===== src/verilog/bridge_regs_pkg.sv =====
// Package: offsets, field positions, reset values and timing for the bridge register bank
package bridge_regs_pkg;

  localparam logic [7:0] HOT_SWAP_OFFSET    = 8'h74;
  localparam logic [7:0] BRIDGE_CTRL_OFFSET = 8'h78;

  localparam logic [7:0] HS_CAP_ID_ON       = 8'h06;
  localparam logic [7:0] HS_CAP_ID_OFF      = 8'h00;
  localparam logic [7:0] HS_NEXT_PTR        = 8'h00;
  localparam logic [1:0] HS_PROG_IF         = 2'h1;

  localparam int HS_HIDE_ARM_BIT = 16;
  localparam int HS_ENUM_MASK_BIT = 17;
  localparam int HS_PENDING_BIT  = 18;
  localparam int HS_LED_BIT      = 19;
  localparam int HS_PROG_IF_LSB  = 20;
  localparam int HS_EXT_BIT      = 22;
  localparam int HS_INS_BIT      = 23;

  localparam int BC_SERR_FWD_BIT  = 2;
  localparam int BC_SEC_RESET_BIT = 3;
  localparam int BC_VGA_LSB       = 4;
  localparam int BC_VGA16_BIT     = 6;
  localparam int BC_MABORT_BIT    = 7;
  localparam int BC_PRI_TMO_BIT   = 8;
  localparam int BC_SEC_TMO_BIT   = 9;
  localparam int BC_TMO_STAT_BIT  = 10;
  localparam int BC_TMO_SERR_BIT  = 11;

  localparam int GPIO_OUT_CLR_LSB = 12;
  localparam int GPIO_OUT_SET_LSB = 16;
  localparam int GPIO_OE_CLR_LSB  = 20;
  localparam int GPIO_OE_SET_LSB  = 24;
  localparam int GPIO_IN_LSB      = 28;
  localparam int GPIO_WIDTH       = 4;

  localparam logic       INS_RESET     = 1'b1;
  localparam logic [1:0] VGA_IGNORE    = 2'h0;
  localparam logic [1:0] VGA_PRI_TO_SEC = 2'h1;
  localparam logic [1:0] VGA_SEC_TO_PRI = 2'h2;

  // Discard timer lengths as powers of two of PCI clocks
  localparam int TMO_LONG_LOG2  = 15;
  localparam int TMO_SHORT_LOG2 = 10;

  typedef struct packed {
    logic [7:0]  addr;
    logic [31:0] wdata;
    logic        wr;
    logic        rd;
  } reg_req_type;

  typedef struct packed {
    logic       serr_fwd_en;
    logic       sec_reset;
    logic [1:0] vga_mode;
    logic       vga_16bit;
    logic       mabort_report;
    logic       pri_short_tmo;
    logic       sec_short_tmo;
    logic       tmo_serr_en;
  } bridge_ctrl_type;

endpackage


===== src/verilog/bridge_hotswap_ctrl_gpio_regs.sv =====
// Register bank: hot swap capability, bridge control and GPIO set/clear
module bridge_hotswap_ctrl_gpio_regs
#(
  parameter int GPIO_N = bridge_regs_pkg::GPIO_WIDTH
)
(
  input  wire logic              i_mclk,             // Bridge clock, 20 MHz
  input  wire logic              i_rst_n,            // Synchronous reset, active low
  input  wire logic [7:0]        i_addr,             // Register byte address
  input  wire logic [31:0]       i_wdata,            // Write data
  input  wire logic              i_wr,               // Write strobe
  input  wire logic              i_rd,               // Read strobe
  output logic      [31:0]       o_rdata,            // Read data, cycle after i_rd
  input  wire logic              i_hot_swap_strap_enable, // Hot swap strap
  input  wire logic              i_reverse_mode,     // 1 = reverse bridge
  input  wire logic              i_pcix_mode,        // 1 = secondary in PCI-X mode
  input  wire logic              i_ins_arm,          // Insertion armed by hot swap logic
  input  wire logic              i_ext_event,        // Extraction request pulse
  input  wire logic              i_pri_tmo_expire,   // Primary discard timer expired
  input  wire logic              i_sec_tmo_expire,   // Secondary discard timer expired
  input  wire logic              i_serr_event,       // System error seen
  input  wire logic [GPIO_N-1:0] i_gpio_in,          // GPIO input levels
  output logic                   o_enum_n,           // Enumeration output, active low
  output logic                   o_led,              // Hot swap LED, 1 = lit
  output logic                   o_hide_armed,       // Device hiding armed
  output logic                   o_sec_reset_n,      // Secondary bus reset, forward mode
  output logic                   o_hot_reset,        // Link hot reset, reverse mode
  output logic                   o_err_msg,          // Error message request pulse
  output logic                   o_serr_assert,      // System error assertion pulse
  output bridge_regs_pkg::bridge_ctrl_type o_ctrl,   // Forwarding and decode controls
  output logic                   o_pri_tmo_short,    // Primary timer 2^10 when 1
  output logic                   o_sec_tmo_short,    // Secondary timer 2^10 when 1
  output logic [GPIO_N-1:0]      o_gpio_out,         // GPIO output values
  output logic [GPIO_N-1:0]      o_gpio_oe           // GPIO output enables
);

  bridge_regs_pkg::reg_req_type req;
  assign req.addr  = i_addr;
  assign req.wdata = i_wdata;
  assign req.wr    = i_wr;
  assign req.rd    = i_rd;

  wire logic wr_hs = req.wr && (req.addr == bridge_regs_pkg::HOT_SWAP_OFFSET);
  wire logic wr_bc = req.wr && (req.addr == bridge_regs_pkg::BRIDGE_CTRL_OFFSET);

  logic                         hide_arm_reg;
  logic                         enum_mask_reg;
  logic                         led_reg;
  logic                         ext_reg;
  logic                         ins_reg;
  logic                         tmo_stat_reg;
  bridge_regs_pkg::bridge_ctrl_type ctrl_reg;
  logic [GPIO_N-1:0]            gpio_out_reg;
  logic [GPIO_N-1:0]            gpio_oe_reg;
  logic [GPIO_N-1:0]            gpio_in_reg;
  logic                         pending;
  logic                         tmo_expire;

  assign tmo_expire = i_pri_tmo_expire || i_sec_tmo_expire;
  assign pending = i_ins_arm || ins_reg || ext_reg;

  // Hot swap control bits
  always_ff @(posedge i_mclk)
  begin
    if (!i_rst_n)
    begin
      hide_arm_reg  <= 1'b0;
      enum_mask_reg <= 1'b0;
      led_reg       <= 1'b0;
    end
    else if (wr_hs)
    begin
      hide_arm_reg  <= req.wdata[bridge_regs_pkg::HS_HIDE_ARM_BIT];
      enum_mask_reg <= req.wdata[bridge_regs_pkg::HS_ENUM_MASK_BIT];
      led_reg       <= req.wdata[bridge_regs_pkg::HS_LED_BIT];
    end
  end

  // Extraction and insertion flags; a new extraction event wins over a clear, insertion is only cleared
  always_ff @(posedge i_mclk)
  begin
    if (!i_rst_n)
    begin
      ext_reg <= 1'b0;
      ins_reg <= bridge_regs_pkg::INS_RESET;
    end
    else
    begin
      if (i_ext_event)
        ext_reg <= 1'b1;
      else if (wr_hs && req.wdata[bridge_regs_pkg::HS_EXT_BIT])
        ext_reg <= 1'b0;
      if (wr_hs && req.wdata[bridge_regs_pkg::HS_INS_BIT])
        ins_reg <= 1'b0;
    end
  end

  // Bridge control fields, with mode-dependent read-only bits
  always_ff @(posedge i_mclk)
  begin
    if (!i_rst_n)
      ctrl_reg <= '0;
    else if (wr_bc)
    begin
      if (!i_reverse_mode)
        ctrl_reg.serr_fwd_en <= req.wdata[bridge_regs_pkg::BC_SERR_FWD_BIT];
      ctrl_reg.sec_reset <= req.wdata[bridge_regs_pkg::BC_SEC_RESET_BIT];
      ctrl_reg.vga_mode  <= req.wdata[bridge_regs_pkg::BC_VGA_LSB +: 2];
      ctrl_reg.vga_16bit <= req.wdata[bridge_regs_pkg::BC_VGA16_BIT];
      ctrl_reg.mabort_report <= req.wdata[bridge_regs_pkg::BC_MABORT_BIT];
      if (i_reverse_mode)
        ctrl_reg.pri_short_tmo <= req.wdata[bridge_regs_pkg::BC_PRI_TMO_BIT];
      if (!i_reverse_mode)
        ctrl_reg.sec_short_tmo <= req.wdata[bridge_regs_pkg::BC_SEC_TMO_BIT];
      ctrl_reg.tmo_serr_en <= req.wdata[bridge_regs_pkg::BC_TMO_SERR_BIT];
    end
  end

  // Timeout status; expiry wins over a same-cycle clear
  always_ff @(posedge i_mclk)
  begin
    if (!i_rst_n)
      tmo_stat_reg <= 1'b0;
    else if (tmo_expire)
      tmo_stat_reg <= 1'b1;
    else if (wr_bc && req.wdata[bridge_regs_pkg::BC_TMO_STAT_BIT])
      tmo_stat_reg <= 1'b0;
  end

  // GPIO set/clear; set wins when both are written for one bit
  always_ff @(posedge i_mclk)
  begin
    if (!i_rst_n)
    begin
      gpio_out_reg <= '0;
      gpio_oe_reg  <= '0;
      gpio_in_reg  <= '0;
    end
    else
    begin
      gpio_in_reg <= i_gpio_in;
      if (wr_bc)
      begin
        gpio_out_reg <= (gpio_out_reg
                         & ~req.wdata[bridge_regs_pkg::GPIO_OUT_CLR_LSB +: GPIO_N])
                        | req.wdata[bridge_regs_pkg::GPIO_OUT_SET_LSB +: GPIO_N];
        gpio_oe_reg  <= (gpio_oe_reg
                         & ~req.wdata[bridge_regs_pkg::GPIO_OE_CLR_LSB +: GPIO_N])
                        | req.wdata[bridge_regs_pkg::GPIO_OE_SET_LSB +: GPIO_N];
      end
    end
  end

  // Registered outputs
  always_ff @(posedge i_mclk)
  begin
    if (!i_rst_n)
    begin
      o_enum_n        <= 1'b1;
      o_led           <= 1'b0;
      o_hide_armed    <= 1'b0;
      o_sec_reset_n   <= 1'b1;
      o_hot_reset     <= 1'b0;
      o_err_msg       <= 1'b0;
      o_serr_assert   <= 1'b0;
      o_ctrl          <= '0;
      o_pri_tmo_short <= 1'b0;
      o_sec_tmo_short <= 1'b0;
      o_gpio_out      <= '0;
      o_gpio_oe       <= '0;
    end
    else
    begin
      o_enum_n <= !((ins_reg || ext_reg) && !enum_mask_reg);
      o_led <= led_reg;
      o_hide_armed <= hide_arm_reg;
      o_sec_reset_n <= !(ctrl_reg.sec_reset && !i_reverse_mode);
      o_hot_reset   <= ctrl_reg.sec_reset && i_reverse_mode;
      o_err_msg <= (!i_reverse_mode && ctrl_reg.serr_fwd_en && i_serr_event)
                   || (!i_reverse_mode && ctrl_reg.tmo_serr_en && !i_pcix_mode
                       && tmo_expire);
      o_serr_assert <= i_reverse_mode && ctrl_reg.tmo_serr_en && !i_pcix_mode
                       && tmo_expire;
      o_ctrl <= ctrl_reg;
      o_pri_tmo_short <= i_reverse_mode && ctrl_reg.pri_short_tmo;
      o_sec_tmo_short <= !i_reverse_mode && ctrl_reg.sec_short_tmo;
      o_gpio_out <= gpio_out_reg;
      o_gpio_oe  <= gpio_oe_reg;
    end
  end

  // Read data path; unmapped addresses read zero
  always_ff @(posedge i_mclk)
  begin
    if (!i_rst_n)
      o_rdata <= '0;
    else if (req.rd)
    begin
      case (req.addr)
        bridge_regs_pkg::HOT_SWAP_OFFSET:
        begin
          o_rdata <= '0;
          o_rdata[7:0] <= i_hot_swap_strap_enable ? bridge_regs_pkg::HS_CAP_ID_ON
                                                  : bridge_regs_pkg::HS_CAP_ID_OFF;
          o_rdata[15:8] <= bridge_regs_pkg::HS_NEXT_PTR;
          o_rdata[bridge_regs_pkg::HS_HIDE_ARM_BIT]  <= hide_arm_reg;
          o_rdata[bridge_regs_pkg::HS_ENUM_MASK_BIT] <= enum_mask_reg;
          o_rdata[bridge_regs_pkg::HS_PENDING_BIT]   <= pending;
          o_rdata[bridge_regs_pkg::HS_LED_BIT]       <= led_reg;
          o_rdata[bridge_regs_pkg::HS_PROG_IF_LSB +: 2] <= bridge_regs_pkg::HS_PROG_IF;
          o_rdata[bridge_regs_pkg::HS_EXT_BIT] <= ext_reg;
          o_rdata[bridge_regs_pkg::HS_INS_BIT] <= ins_reg;
        end
        bridge_regs_pkg::BRIDGE_CTRL_OFFSET:
        begin
          o_rdata <= '0;
          o_rdata[bridge_regs_pkg::BC_SERR_FWD_BIT]  <= ctrl_reg.serr_fwd_en;
          o_rdata[bridge_regs_pkg::BC_SEC_RESET_BIT] <= ctrl_reg.sec_reset;
          o_rdata[bridge_regs_pkg::BC_VGA_LSB +: 2]  <= ctrl_reg.vga_mode;
          o_rdata[bridge_regs_pkg::BC_VGA16_BIT]     <= ctrl_reg.vga_16bit;
          o_rdata[bridge_regs_pkg::BC_MABORT_BIT]    <= ctrl_reg.mabort_report;
          o_rdata[bridge_regs_pkg::BC_PRI_TMO_BIT]   <= ctrl_reg.pri_short_tmo;
          o_rdata[bridge_regs_pkg::BC_SEC_TMO_BIT]   <= ctrl_reg.sec_short_tmo;
          o_rdata[bridge_regs_pkg::BC_TMO_STAT_BIT]  <= tmo_stat_reg;
          o_rdata[bridge_regs_pkg::BC_TMO_SERR_BIT]  <= ctrl_reg.tmo_serr_en;
          o_rdata[bridge_regs_pkg::GPIO_IN_LSB +: GPIO_N] <= gpio_in_reg;
        end
        default:
          o_rdata <= '0;
      endcase
    end
    else
      o_rdata <= '0;
  end

endmodule


===== config.mk =====
export PLATFORM = sky130hd
export DESIGN_NAME = bridge_hotswap_ctrl_gpio_regs
export DESIGN_NICKNAME = d
export VERILOG_FILES = /design/src/verilog/bridge_regs_pkg.sv /design/src/verilog/bridge_hotswap_ctrl_gpio_regs.sv
export SDC_FILE = /design/constraint.sdc
export NUM_CORES = 1
export LEC_CHECK = 0
export ABC_AREA = 0
export BUFFER_PORTS_ARGS = -buffer_cell sky130_fd_sc_hd__buf_2
export CORE_MARGIN = 4
export CORE_UTILIZATION = 35
export CTS_CLUSTER_SIZE = 28
export DETAILED_ROUTE_END_ITERATION = 12
export PLACE_DENSITY = 0.65
export SETUP_SLACK_MARGIN = 0.3
export SYNTH_ARGS = -nofsm -noshare
export SYNTH_HDL_FRONTEND = slang
export SYNTH_SLANG_ARGS = --single-unit
export TNS_END_PERCENT = 10

===== constraint.sdc =====
create_clock -name i_mclk -period 3.6 [get_ports i_mclk]
set_clock_uncertainty 0.2 [all_clocks]
set_input_delay 0.18 -clock i_mclk [delete_from_list [all_inputs] [get_ports i_mclk]]
set_output_delay 0.18 -clock i_mclk [all_outputs]
set_load 0.02 [all_outputs]

### After elaboration in Yosys (flattened, before gate mapping)

Index checks and enable logic that the tools add are counted.

| word-level totals | value |
|---|---|
| input bits | 56 |
| word-level logic and storage cells | 85 |
| output and inout bits | 58 |
| register bits | 85 |

| operators by class | value |
|---|---|
| reduce and logical (&&, ||, !) cells | 33 |
| bitwise logic cells | 7 |
| eq/ne operators | 2 |
| multiplexer cells | 6 |

Operators by type and width:

| operator | count |
|---|---|
| 32-bit case mux with 2 select lines | 1 |
| 1-bit logical AND | 18 |
| 8-bit by 7-bit equality test with 1-bit output, second input constant | 2 |
| 4-bit bitwise AND | 2 |
| 4-bit NOT | 2 |
| 4-bit OR | 2 |
| 2-bit AND reduction | 3 |
| 1-bit logical NOT | 5 |
| 1-bit logical OR | 5 |
| 1-bit 2-to-1 mux | 4 |
| 2-bit nonzero test | 2 |
| 3-bit 2-to-1 mux | 1 |
| 1-bit NOT | 1 |

### Logic depth before layout (Yosys ltp)

Gate-level depths: netlist of run 1.

| depth | value |
|---|---|
| depth after elaboration | 5 |
| mapped depth | 4 |
| depth with buffers taken out | 3 |

### Worst setup path after synthesis of run 1

Ideal clock, no wire load.

| path | value |
|---|---|
| path type | input to register |
| start point | input port i_addr[1] |
| end point | register ctrl_reg[2] in the netlist's numbering |
| path buffers | 0 |
| path slack | 2.225 ns |
| library setup time | 0.072 ns |
| data required time | 3.328 ns |
| arrival time | 1.103 ns |
| stages | 3 |
| cell sequence | or3b_4 -> nor4_1 -> mux2i_1 |

| on the way | value |
|---|---|
| cells in the longest elaborated chain, start to end | 3 |

Ends and longest elaborated chain:

| element | RTL line | source |
|---|---|---|
| start: declaration | bridge_hotswap_ctrl_gpio_regs.sv:9 | `input wire logic [7:0] i_addr,` |
| 8-bit by 7-bit equality test with 1-bit output | bridge_hotswap_ctrl_gpio_regs.sv:44 | `wire logic wr_bc = req.wr && (req.addr == bridge_regs_pkg::BRIDGE_CTRL_OFFSET);` |
| 1-bit logical AND | bridge_hotswap_ctrl_gpio_regs.sv:44 |  |
| 2-bit AND reduction (no source line) | - |  |
| end: declaration | bridge_hotswap_ctrl_gpio_regs.sv:52 | `bridge_regs_pkg::bridge_ctrl_type ctrl_reg;` |

Every way passes these cells.
A chain may end at the register's enable or synchronous reset.

### Final worst setup path of run 1

| path | value |
|---|---|
| start point | input port i_addr[1] |
| end point | register gpio_out_reg[3] |

| on the way | value |
|---|---|
| cells in the longest elaborated chain, start to end | 2 |

Ends and longest elaborated chain:

| element | RTL line | source |
|---|---|---|
| 8-bit by 7-bit equality test with 1-bit output | bridge_hotswap_ctrl_gpio_regs.sv:44 |  |
| 1-bit logical AND | bridge_hotswap_ctrl_gpio_regs.sv:44 |  |
| end signal: assignment | bridge_hotswap_ctrl_gpio_regs.sv:144 | `gpio_out_reg <= (gpio_out_reg` |
| end: declaration | bridge_hotswap_ctrl_gpio_regs.sv:53 | `logic [GPIO_N-1:0] gpio_out_reg;` |

Every way passes these cells.

==> flow_metrics.env, run 1 <==
export IMPL_drt_total_wl_mm=5.86
export IMPL_ys_warn_count=0
export IMPL_tns_ns=0
export IMPL_max_stage_delay_ns=0.56
export IMPL_gr_total_overflow=0
export IMPL_hold_class="primary input to flip-flop"
export IMPL_crit_chain="buf_2, nor3b_2, nand3_1, o2bb2ai_1, dlygate4sd3_1"
export IMPL_numCtsBuffers=9
export IMPL_worstSetupPathType="primary input to flip-flop"
export IMPL_drtAntennaViolNets=0
export IMPL_met2_usage=0.233
export IMPL_critPathMaxFanout=10
export IMPL_drive_gt1_frac=0.382
export IMPL_endpoint_kind="flip-flop"
export IMPL_yosysSeqAreaShare=0.595
export IMPL_fp_dieH_um=92.9
export IMPL_area_growth_synth_to_final_pct=44.5
export IMPL_final_cells=465
export IMPL_first_global_vias=1978
export IMPL_clk_pin_slew_ns=0.08
export IMPL_worstPathArrival_ns=2.16
export IMPL_layout_nets=420
export IMPL_grt_setup_unrepaired="no"
export IMPL_synth_area_per_cell_um2=11.1
export IMPL_cp_required_ns=3.68
export IMPL_die_area_um2=8640
export IMPL_grt_use_total=0.140
export IMPL_critPathLaunchType="primary input"
export IMPL_hold_viol=0
export IMPL_cp_top_family="simple AND/OR/NAND/NOR gates"
export IMPL_dp_hpwl_mm=4.01
export IMPL_crit_buf_inv=2
export IMPL_firstDrtPassIters=4
export IMPL_gp_congestion=0.775
export IMPL_fp_row_count=30
export IMPL_worst_pin_slew_ns=0.731
export IMPL_vias_per_cell=4.31
export IMPL_status="complete, no violations"
export IMPL_clock_sinks=75
export IMPL_htreeDepth=3
export IMPL_grt_max_degree=48
export IMPL_synth_cells=228
export IMPL_ir_drop_v=0.000205
export IMPL_die_w_um=92.9
export IMPL_fin_crit_sh=0.578
export IMPL_post_drt_wl_per_cell_um=12.6
export IMPL_drc=0
export IMPL_io_buffers=97
export IMPL_p_leak_nw=1.86
export IMPL_clock_latency_ns=0.34
export IMPL_grt_use_met1=0.165
export IMPL_top_usage_layer="met2"
export IMPL_crit_path_top_delay_cell="nor3b_2"
export IMPL_largest_reg_flops=22
export IMPL_final_common_cell="buf_2"
export IMPL_period_minus_slack_ns=2.08
export IMPL_yosys_register_bits=75
export IMPL_drt_iter0_drc=55
export IMPL_dp_cells=413
export IMPL_num_vias=2003
export IMPL_io_pins=114
export IMPL_use_met3=0.0504
export IMPL_relSlewSlack=0.512
export IMPL_start_util=0.366
export IMPL_cts_root_buf="clkbuf_8"
export IMPL_max_clock_freq_mhz=481
export IMPL_cts_tree="built"
export IMPL_antenna_found_initial=0
export IMPL_fp_coreArea_um2=6910
export IMPL_syn_cell_area_um2=2520
export IMPL_final_cell_mix="97 x buf_2, 75 x dfxtp_1, 36 x dlygate4sd3_1, 27 x nand2_1, 20 x inv_1"
export IMPL_diodes=0
export IMPL_max_cap_viol_count=0
export IMPL_post_cts_setup_buffer_count=0
export IMPL_clk_path_buf_depth=2
export IMPL_grt_pass1_wl_mm=9.35
export IMPL_ys_types=40
export IMPL_finalMaxSlewViolations=0
export IMPL_power_density_nw_per_um2=458
export IMPL_finalSetupViolations=0
## cells in the mapped netlist
| library cell | count | share of area |
|---|---|---|
| buf_4 | 10 | 0.030 |
| a21oi_1 | 1 | 0.0020 |
| inv_1 | 20 | 0.030 |
| nand2_1 | 27 | 0.040 |
| and3_1 | 3 | 0.0074 |
| a31oi_1 | 3 | 0.0074 |
| o211ai_1 | 1 | 0.0030 |
| or3b_2 | 1 | 0.0035 |
| or2_2 | 1 | 0.0025 |
| and4b_1 | 1 | 0.0040 |
| nor3_4 | 2 | 0.013 |
| o21ai_0 | 1 | 0.0020 |
| buf_1 | 3 | 0.0045 |
| conb_1 | 1 | 0.0015 |
| or3b_4 | 1 | 0.0045 |
| mux2i_1 | 6 | 0.024 |
| nor4_4 | 3 | 0.025 |
| a22o_2 | 1 | 0.0040 |
| nand4b_4 | 1 | 0.0094 |
| o31a_1 | 1 | 0.0035 |
| clkbuf_1 | 2 | 0.0030 |
| a31o_2 | 5 | 0.017 |
| and2_2 | 10 | 0.030 |
| clkbuf_2 | 1 | 0.0020 |
| nor2b_1 | 2 | 0.0050 |
| and2_1 | 16 | 0.040 |
| nor4_1 | 1 | 0.0025 |
| nand2b_1 | 1 | 0.0025 |
| a41oi_1 | 5 | 0.017 |
| a2bb2oi_1 | 6 | 0.021 |
| dfxtp_1 | 75 | 0.59 |
| buf_2 | 1 | 0.0020 |
| nor3b_2 | 1 | 0.0050 |
| o2bb2ai_1 | 3 | 0.010 |
| o31ai_1 | 1 | 0.0030 |
| nand4_1 | 4 | 0.0099 |
| nor2_1 | 2 | 0.0030 |
| buf_6 | 1 | 0.0045 |
| or2b_2 | 1 | 0.0035 |
| nand3_1 | 2 | 0.0040 |
## kinds of logic (layout without fill, tap and decap cells)
group	after synthesis	in the layout	share of synthesized area
other	1	10	0.00149
DFF	75	75	0.595
and+or+nand+nor	80	80	0.214
AOI/OAI and AO/OA	28	28	0.0907
buffers and inverters	38	170	0.0753
muxes	6	6	0.0238
## path summary, 6_finish.rpt
path                                     start         endpoint  slack [ns]  depth (start not counted)
worst max register to register     ctrl_reg[0]    o_serr_assert        1.90                          3
worst max-delay path                 i_addr[1]  gpio_out_reg[3]        1.52                          5
worst min register to register  gpio_in_reg[1]      o_rdata[29]        0.23                          1
worst min-delay path               i_wdata[20]   gpio_oe_reg[0]        0.02                          3
## repair_timing
action | in CTS | in global routing
hold buffers | 36 | 0
hold endpoints to repair | 33 | 0
resized for setup | 0 | 0
## per-layer routing
layer  part of all wire  wire length [um]
met1               0.42              2490
met2               0.49              2850
met3              0.064               375
met4              0.025               144
met5                  0                 0
## tightest hold or removal path, stage by stage
cell     delay, ns
buf_2         0.10
a41oi_1       0.14
a31o_2        0.11
## cell type report
cell class / instances / area (um^2)
Fill cell: 660 / 3260
Sequential cell: 75 / 1500
Multi-Input combinational cell: 124 / 867
Timing Repair Buffer: 134 / 853
Clock buffer: 10 / 138
Tap cell: 96 / 120
Clock inverter: 6 / 95.1
Inverter: 20 / 75.1
## where the power goes
| part | total [mW] | leakage, nW | internal [mW] | switching (mW) |
|---|---|---|---|---|
| logic | 0.106 | 1.14 | 0.0543 | 0.0518 |
| registers | 0.836 | 0.606 | 0.834 | 0.00172 |
| clock network | 0.731 | 0.117 | 0.416 | 0.315 |
| total | 1.67 | 1.86 | 1.30 | 0.368 |
## stage by stage
stage,util,power [mW],instance area [um^2],hold slack (ns),setup WS [ns]
2_1_floorplan,-,0.903,2560,0.0805,2.23
3_3_place_gp,0.443,0.932,3060,0.166,1.70
3_5_place_dp,0.443,0.933,3060,0.169,1.66
4_1_cts,0.528,1.69,3650,0.0122,1.54
5_1_grt,0.528,1.75,3650,0.0441,1.32
6_report,0.528,1.67,3650,0.0162,1.52
Note: power is estimated with default switching activity, not from simulation.
==> inputs of run 2 (changes only) <==
--- a/config.mk
+++ b/config.mk
@@ -11,7 +11,7 @@
 export CORE_UTILIZATION = 35
 export CTS_CLUSTER_SIZE = 28
 export DETAILED_ROUTE_END_ITERATION = 12
-export PLACE_DENSITY = 0.65
+export PLACE_DENSITY = 0.68
 export SETUP_SLACK_MARGIN = 0.3
 export SYNTH_ARGS = -nofsm -noshare
 export SYNTH_HDL_FRONTEND = slang
==> constraint.sdc (replaced) <==
create_clock -name i_mclk -period 1.8 [get_ports i_mclk]
set_clock_uncertainty 0.2 [all_clocks]
set_input_delay 0.09 -clock i_mclk [delete_from_list [all_inputs] [get_ports i_mclk]]
set_output_delay 0.09 -clock i_mclk [all_outputs]
set_load 0.02 [all_outputs]
==> flow_metrics.env, run 2 (synthesized netlist as in run 1, its figures left out) <==
export IMPL_rrSetupSlack_ns=0.58
export IMPL_fillers=669
export IMPL_grt_setup_unrepaired="no"
export IMPL_die_area_um2=8640
export IMPL_post_cts_setup_buffer_count=0
export IMPL_fp_dieH_um=92.9
export IMPL_drtAntennaViolNets=0
export IMPL_gp_congestion=0.770
export IMPL_io_buffers=97
export IMPL_htreeDepth=3
export IMPL_crit_chain="dlygate4sd3_1, buf_2, nand4_1, dlygate4sd3_1, o2bb2ai_1"
export IMPL_area_growth_synth_to_final_pct=46.7
export IMPL_clk_path_buf_depth=2
export IMPL_first_global_vias=2073
export IMPL_max_stage_delay_ns=0.58
export IMPL_cts_tree="built"
export IMPL_worstSetupPathType="primary input to flip-flop"
export IMPL_dp_hpwl_mm=4.09
export IMPL_worstPathArrival_ns=1.47
export IMPL_drive_gt1_frac=0.386
export IMPL_drt_total_wl_mm=5.96
export IMPL_crit_path_top_delay_cell="dlygate4sd3_1"
export IMPL_power_total_mw=3.22
export IMPL_max_clock_freq_mhz=693
export IMPL_cts_root_buf="clkbuf_8"
export IMPL_worst_slack_ns=0.357
export IMPL_die_w_um=92.9
export IMPL_ir_drop_v=0.000429
export IMPL_finalMaxSlewViolations=0
export IMPL_critical_path_top_cell_by_count="dlygate4sd3_1"
export IMPL_numCtsBuffers=9
export IMPL_final_common_cell="buf_2"
export IMPL_max_cap_viol_count=0
export IMPL_gr_total_overflow=0
export IMPL_grt_max_degree=46
export IMPL_layout_nets=427
export IMPL_hold_slack_ns=-0.00922
export IMPL_largest_reg_flops=22
export IMPL_period_minus_slack_ns=1.44
export IMPL_status="finished with violations"
export IMPL_violations="negative hold slack"
export IMPL_clock_sinks=75
export IMPL_power_density_nw_per_um2=869
export IMPL_fp_coreArea_um2=6910
export IMPL_dpl_cell_area_um2=3090
export IMPL_grt_pass1_wl_mm=9.75
export IMPL_endpoint_kind="flip-flop"
export IMPL_critPathMaxFanout=1
export IMPL_dp_slack_ns=0.162
export IMPL_design_area_um2=3700
export IMPL_grt_use_total=0.148
export IMPL_fin_crit_sh=0.802
export IMPL_antenna_found_initial=0
export IMPL_finalSetupViolations=0
export IMPL_cp_required_ns=1.82
export IMPL_vias_per_cell=4.28
export IMPL_final_cell_mix="97 x buf_2, 75 x dfxtp_1, 40 x dlygate4sd3_1, 27 x nand2_1, 20 x inv_1"
export IMPL_crit_buf_inv=3
export IMPL_io_pins=114
export IMPL_diodes=0
export IMPL_clock_latency_ns=0.33
export IMPL_hold_viol=1
export IMPL_drc=0
export IMPL_post_drt_wl_per_cell_um=12.6
export IMPL_tns_ns=0
export IMPL_start_util=0.366
export IMPL_firstDrtPassIters=4
export IMPL_ctsHoldBuffers=40
export IMPL_p_leak_nw=1.87
export IMPL_drt_iter0_drc=47
export IMPL_clk_pin_slew_ns=0.08
export IMPL_cp_top_family="buffers and inverters"
export IMPL_num_vias=2020
export IMPL_critPathLaunchType="primary input"
export IMPL_hold_class="primary input to flip-flop"
export IMPL_fp_row_count=30
==> run 2: cell types whose count changed in the layout (fill, tap and decap cells not counted), sizes merged <==
| cell | delta |
|---|---|
| clkinv | -1 |
| inv | -1 |
| bufinv | -1 |
| dlygate4sd3 | +4 |
| clkbuf | +1 |
| buf | +3 |
| clkinvlp | +2 |
==> run 2: layout make-up <==
type,instances,area (um^2),area share
clock buffer,11,151,0.0409
clock inverter,5,58.8,0.0159
inverter,20,75.1,0.0203
multi-input combinational,124,868,0.234
sequential,75,1500,0.405
tap,96,120,0.0324
timing repair buffer,141,928,0.251
==> run 2: report_power, final <==
group	internal, mW	switching, mW	leakage [nW]
registers	1.67	0.00395	0.606
clock network	0.718	0.601	0.102
logic	0.122	0.106	1.16
total	2.51	0.712	1.87
==> run 2: worst reg2reg max path, delay by kind of cell, from the launching register on <==
kind,cells,cell delay [ns]
AO/OA/AOI/OAI,1,0.13
flip-flops,1,0.35
AND/OR/NAND/NOR,1,0.48
==> run 2: final timing paths <==
check | to | depth (start not counted) | startpoint
worst max register to register | o_err_msg | 2 | ctrl_reg[0]
worst min register to register | o_rdata[28] | 1 | gpio_in_reg[0]
worst min-delay path | o_rdata[20] | 3 | i_rd
worst max-delay path | gpio_out_reg[1] | 5 | i_wdata[13]
==> run 2: metal layers <==
layer,wire length [um],global-route usage,up-vias
met4,131,0.0684,0
met2,2850,0.246,81
met5,0,0,-
met3,420,0.0479,10
li1,-,-,1028
met1,2560,0.171,901
==> run 2: what timing repair did <==
item | in CTS | in global routing
endpoints found under the hold margin | 37 | 1
setup endpoints to repair | 0 | 1
resized for setup | 0 | 1
==> run 2: stage by stage <==
stage | std cells | util
floorplan | 237 | -
detailed placement | 416 | 0.448
CTS | 472 | 0.536
global route | 472 | 0.536
finish | 472 | 0.536
global placement | 416 | 0.448
==> inputs of run 3 (changes only) <==
--- a/config.mk
+++ b/config.mk
@@ -11,7 +11,7 @@
 export CORE_UTILIZATION = 35
 export CTS_CLUSTER_SIZE = 28
 export DETAILED_ROUTE_END_ITERATION = 12
-export PLACE_DENSITY = 0.68
+export PLACE_DENSITY = 0.65
 export SETUP_SLACK_MARGIN = 0.3
 export SYNTH_ARGS = -nofsm -noshare
 export SYNTH_HDL_FRONTEND = slang
==> constraint.sdc (replaced) <==
create_clock -name i_mclk -period 1.4 [get_ports i_mclk]
set_clock_uncertainty 0.2 [all_clocks]
set_input_delay 0.07 -clock i_mclk [delete_from_list [all_inputs] [get_ports i_mclk]]
set_output_delay 0.07 -clock i_mclk [all_outputs]
set_load 0.02 [all_outputs]
==> flow_metrics.env, run 3 (synthesized netlist as in run 1, its figures left out) <==
export IMPL_status="finished with violations"
export IMPL_violations="negative hold slack"
export IMPL_antenna_found_initial=0
export IMPL_hold_slack_ns=-0.203
export IMPL_num_vias=2048
export IMPL_io_pins=114
export IMPL_final_cells=482
export IMPL_dpl_cell_area_um2=3200
export IMPL_clock_latency_ns=0.34
export IMPL_seq_area_um2=1510
export IMPL_critPathLaunchType="flip-flop"
export IMPL_dp_cells=430
export IMPL_firstDrtPassIters=4
export IMPL_area_growth_synth_to_final_pct=52.5
export IMPL_power_density_nw_per_um2=1070
export IMPL_endpoint_kind="primary output"
export IMPL_hold_class="primary input to flip-flop"
export IMPL_first_global_vias=2135
export IMPL_max_clock_freq_mhz=912
export IMPL_hold_viol=7
export IMPL_ctsHoldBuffers=36
export IMPL_critPathMaxFanout=1
export IMPL_fp_coreArea_um2=6910
export IMPL_drc=0
export IMPL_wl_met1_mm=2.52
export IMPL_gp_congestion=0.762
export IMPL_worst_slack_ns=0.303
export IMPL_diodes=0
export IMPL_post_drt_wl_per_cell_um=13.1
export IMPL_clk_pin_slew_ns=0.08
export IMPL_worstSetupPathType="flip-flop to primary output"
export IMPL_grt_setup_unrepaired="yes"
export IMPL_clock_sinks=75
export IMPL_cts_root_buf="clkbuf_8"
export IMPL_highest_layer="met4"
export IMPL_dp_slack_ns=-0.0604
export IMPL_period_minus_slack_ns=1.10
export IMPL_gr_total_overflow=0
export IMPL_ir_drop_v=0.000504
export IMPL_p_leak_nw=1.93
export IMPL_dp_hpwl_mm=4.41
export IMPL_cp_top_family="flip-flops"
export IMPL_crit_buf_inv=1
export IMPL_largest_reg_flops=22
export IMPL_crit_path_top_delay_cell="dfxtp_1"
export IMPL_cts_tree="built"
export IMPL_die_area_um2=8640
export IMPL_fin_crit_sh=0.783
export IMPL_drt_total_wl_mm=6.31
export IMPL_grt_use_total=0.153
export IMPL_fp_dieH_um=92.9
export IMPL_vias_per_cell=4.25
export IMPL_fin_util=0.557
export IMPL_dr_wl_met3_um=386
export IMPL_worstPathArrival_ns=0.83
export IMPL_io_buffers=97
export IMPL_multi_input_area_um2=880
export IMPL_drive_gt1_frac=0.425
export IMPL_max_cap_viol_count=0
export IMPL_design_area_um2=3850
export IMPL_final_cell_mix="77 x buf_2, 70 x dfxtp_1, 36 x dlygate4sd3_1, 31 x buf_4, 27 x nand2_1"
export IMPL_clk_path_buf_depth=2
export IMPL_layout_nets=437
export IMPL_die_w_um=92.9
export IMPL_drt_iter0_drc=49
export IMPL_htreeDepth=3
export IMPL_drtAntennaViolNets=0
export IMPL_grt_max_degree=32
export IMPL_finalMaxSlewViolations=0
export IMPL_max_stage_delay_ns=0.34
export IMPL_final_common_cell="buf_2"
export IMPL_fillers=638
export IMPL_crit_chain="buf_4"
export IMPL_fp_row_count=30
export IMPL_finalSetupViolations=0
export IMPL_dr_wl_met2_mm=3.31
export IMPL_start_util=0.366
export IMPL_cp_required_ns=1.13
export IMPL_numCtsBuffers=9
export IMPL_tns_ns=0
export IMPL_grt_pass1_wl_mm=10.2
==> run 3: per-layer routing <==
layer,vias up,track usage
li1,1053,-
met1,927,0.172
met2,61,0.269
met3,7,0.0447
met4,0,0.0623
met5,-,0
==> run 3: path summary, 6_finish.rpt <==
path / startpoint / to / slack (ns) / cells after the start
setup reg to reg: ctrl_reg[0] / o_err_msg / 0.32 / 2
setup / recovery: o_rdata[8] / o_rdata[8] / 0.30 / 1
hold / removal: i_pcix_mode / o_serr_assert / -0.20 / 3
hold reg to reg: gpio_in_reg[0] / o_rdata[28] / 0.22 / 1
==> run 3: layout make-up <==
cell class | instances | share of cell area
repair buffers | 151 | 0.277
well taps | 96 | 0.0312
flip-flops and latches | 75 | 0.392
multi-input cells | 124 | 0.228
inverters | 20 | 0.0195
clock buffers | 11 | 0.0367
clock inverters | 5 | 0.0156
==> run 3: per-stage QoR <==
stage,power [mW],hold slack (ns)
after floorplan,2.32,-0.0295
after global placement,2.41,0.0535
after detailed placement,2.42,0.0608
after CTS,4.15,-0.219
after global routing,4.31,-0.216
final,4.11,-0.203
==> run 3: power by group <==
part	internal (mW)	switching, mW
combinational	0.162	0.140
sequential	2.14	0.00465
clock	0.879	0.783
==> run 3: timing repair <==
item,in CTS,in global routing
endpoints found under the hold margin,41,8
resized for setup,2,29
setup buffers,0,0
setup endpoints to repair,16,53
pin swaps,0,2
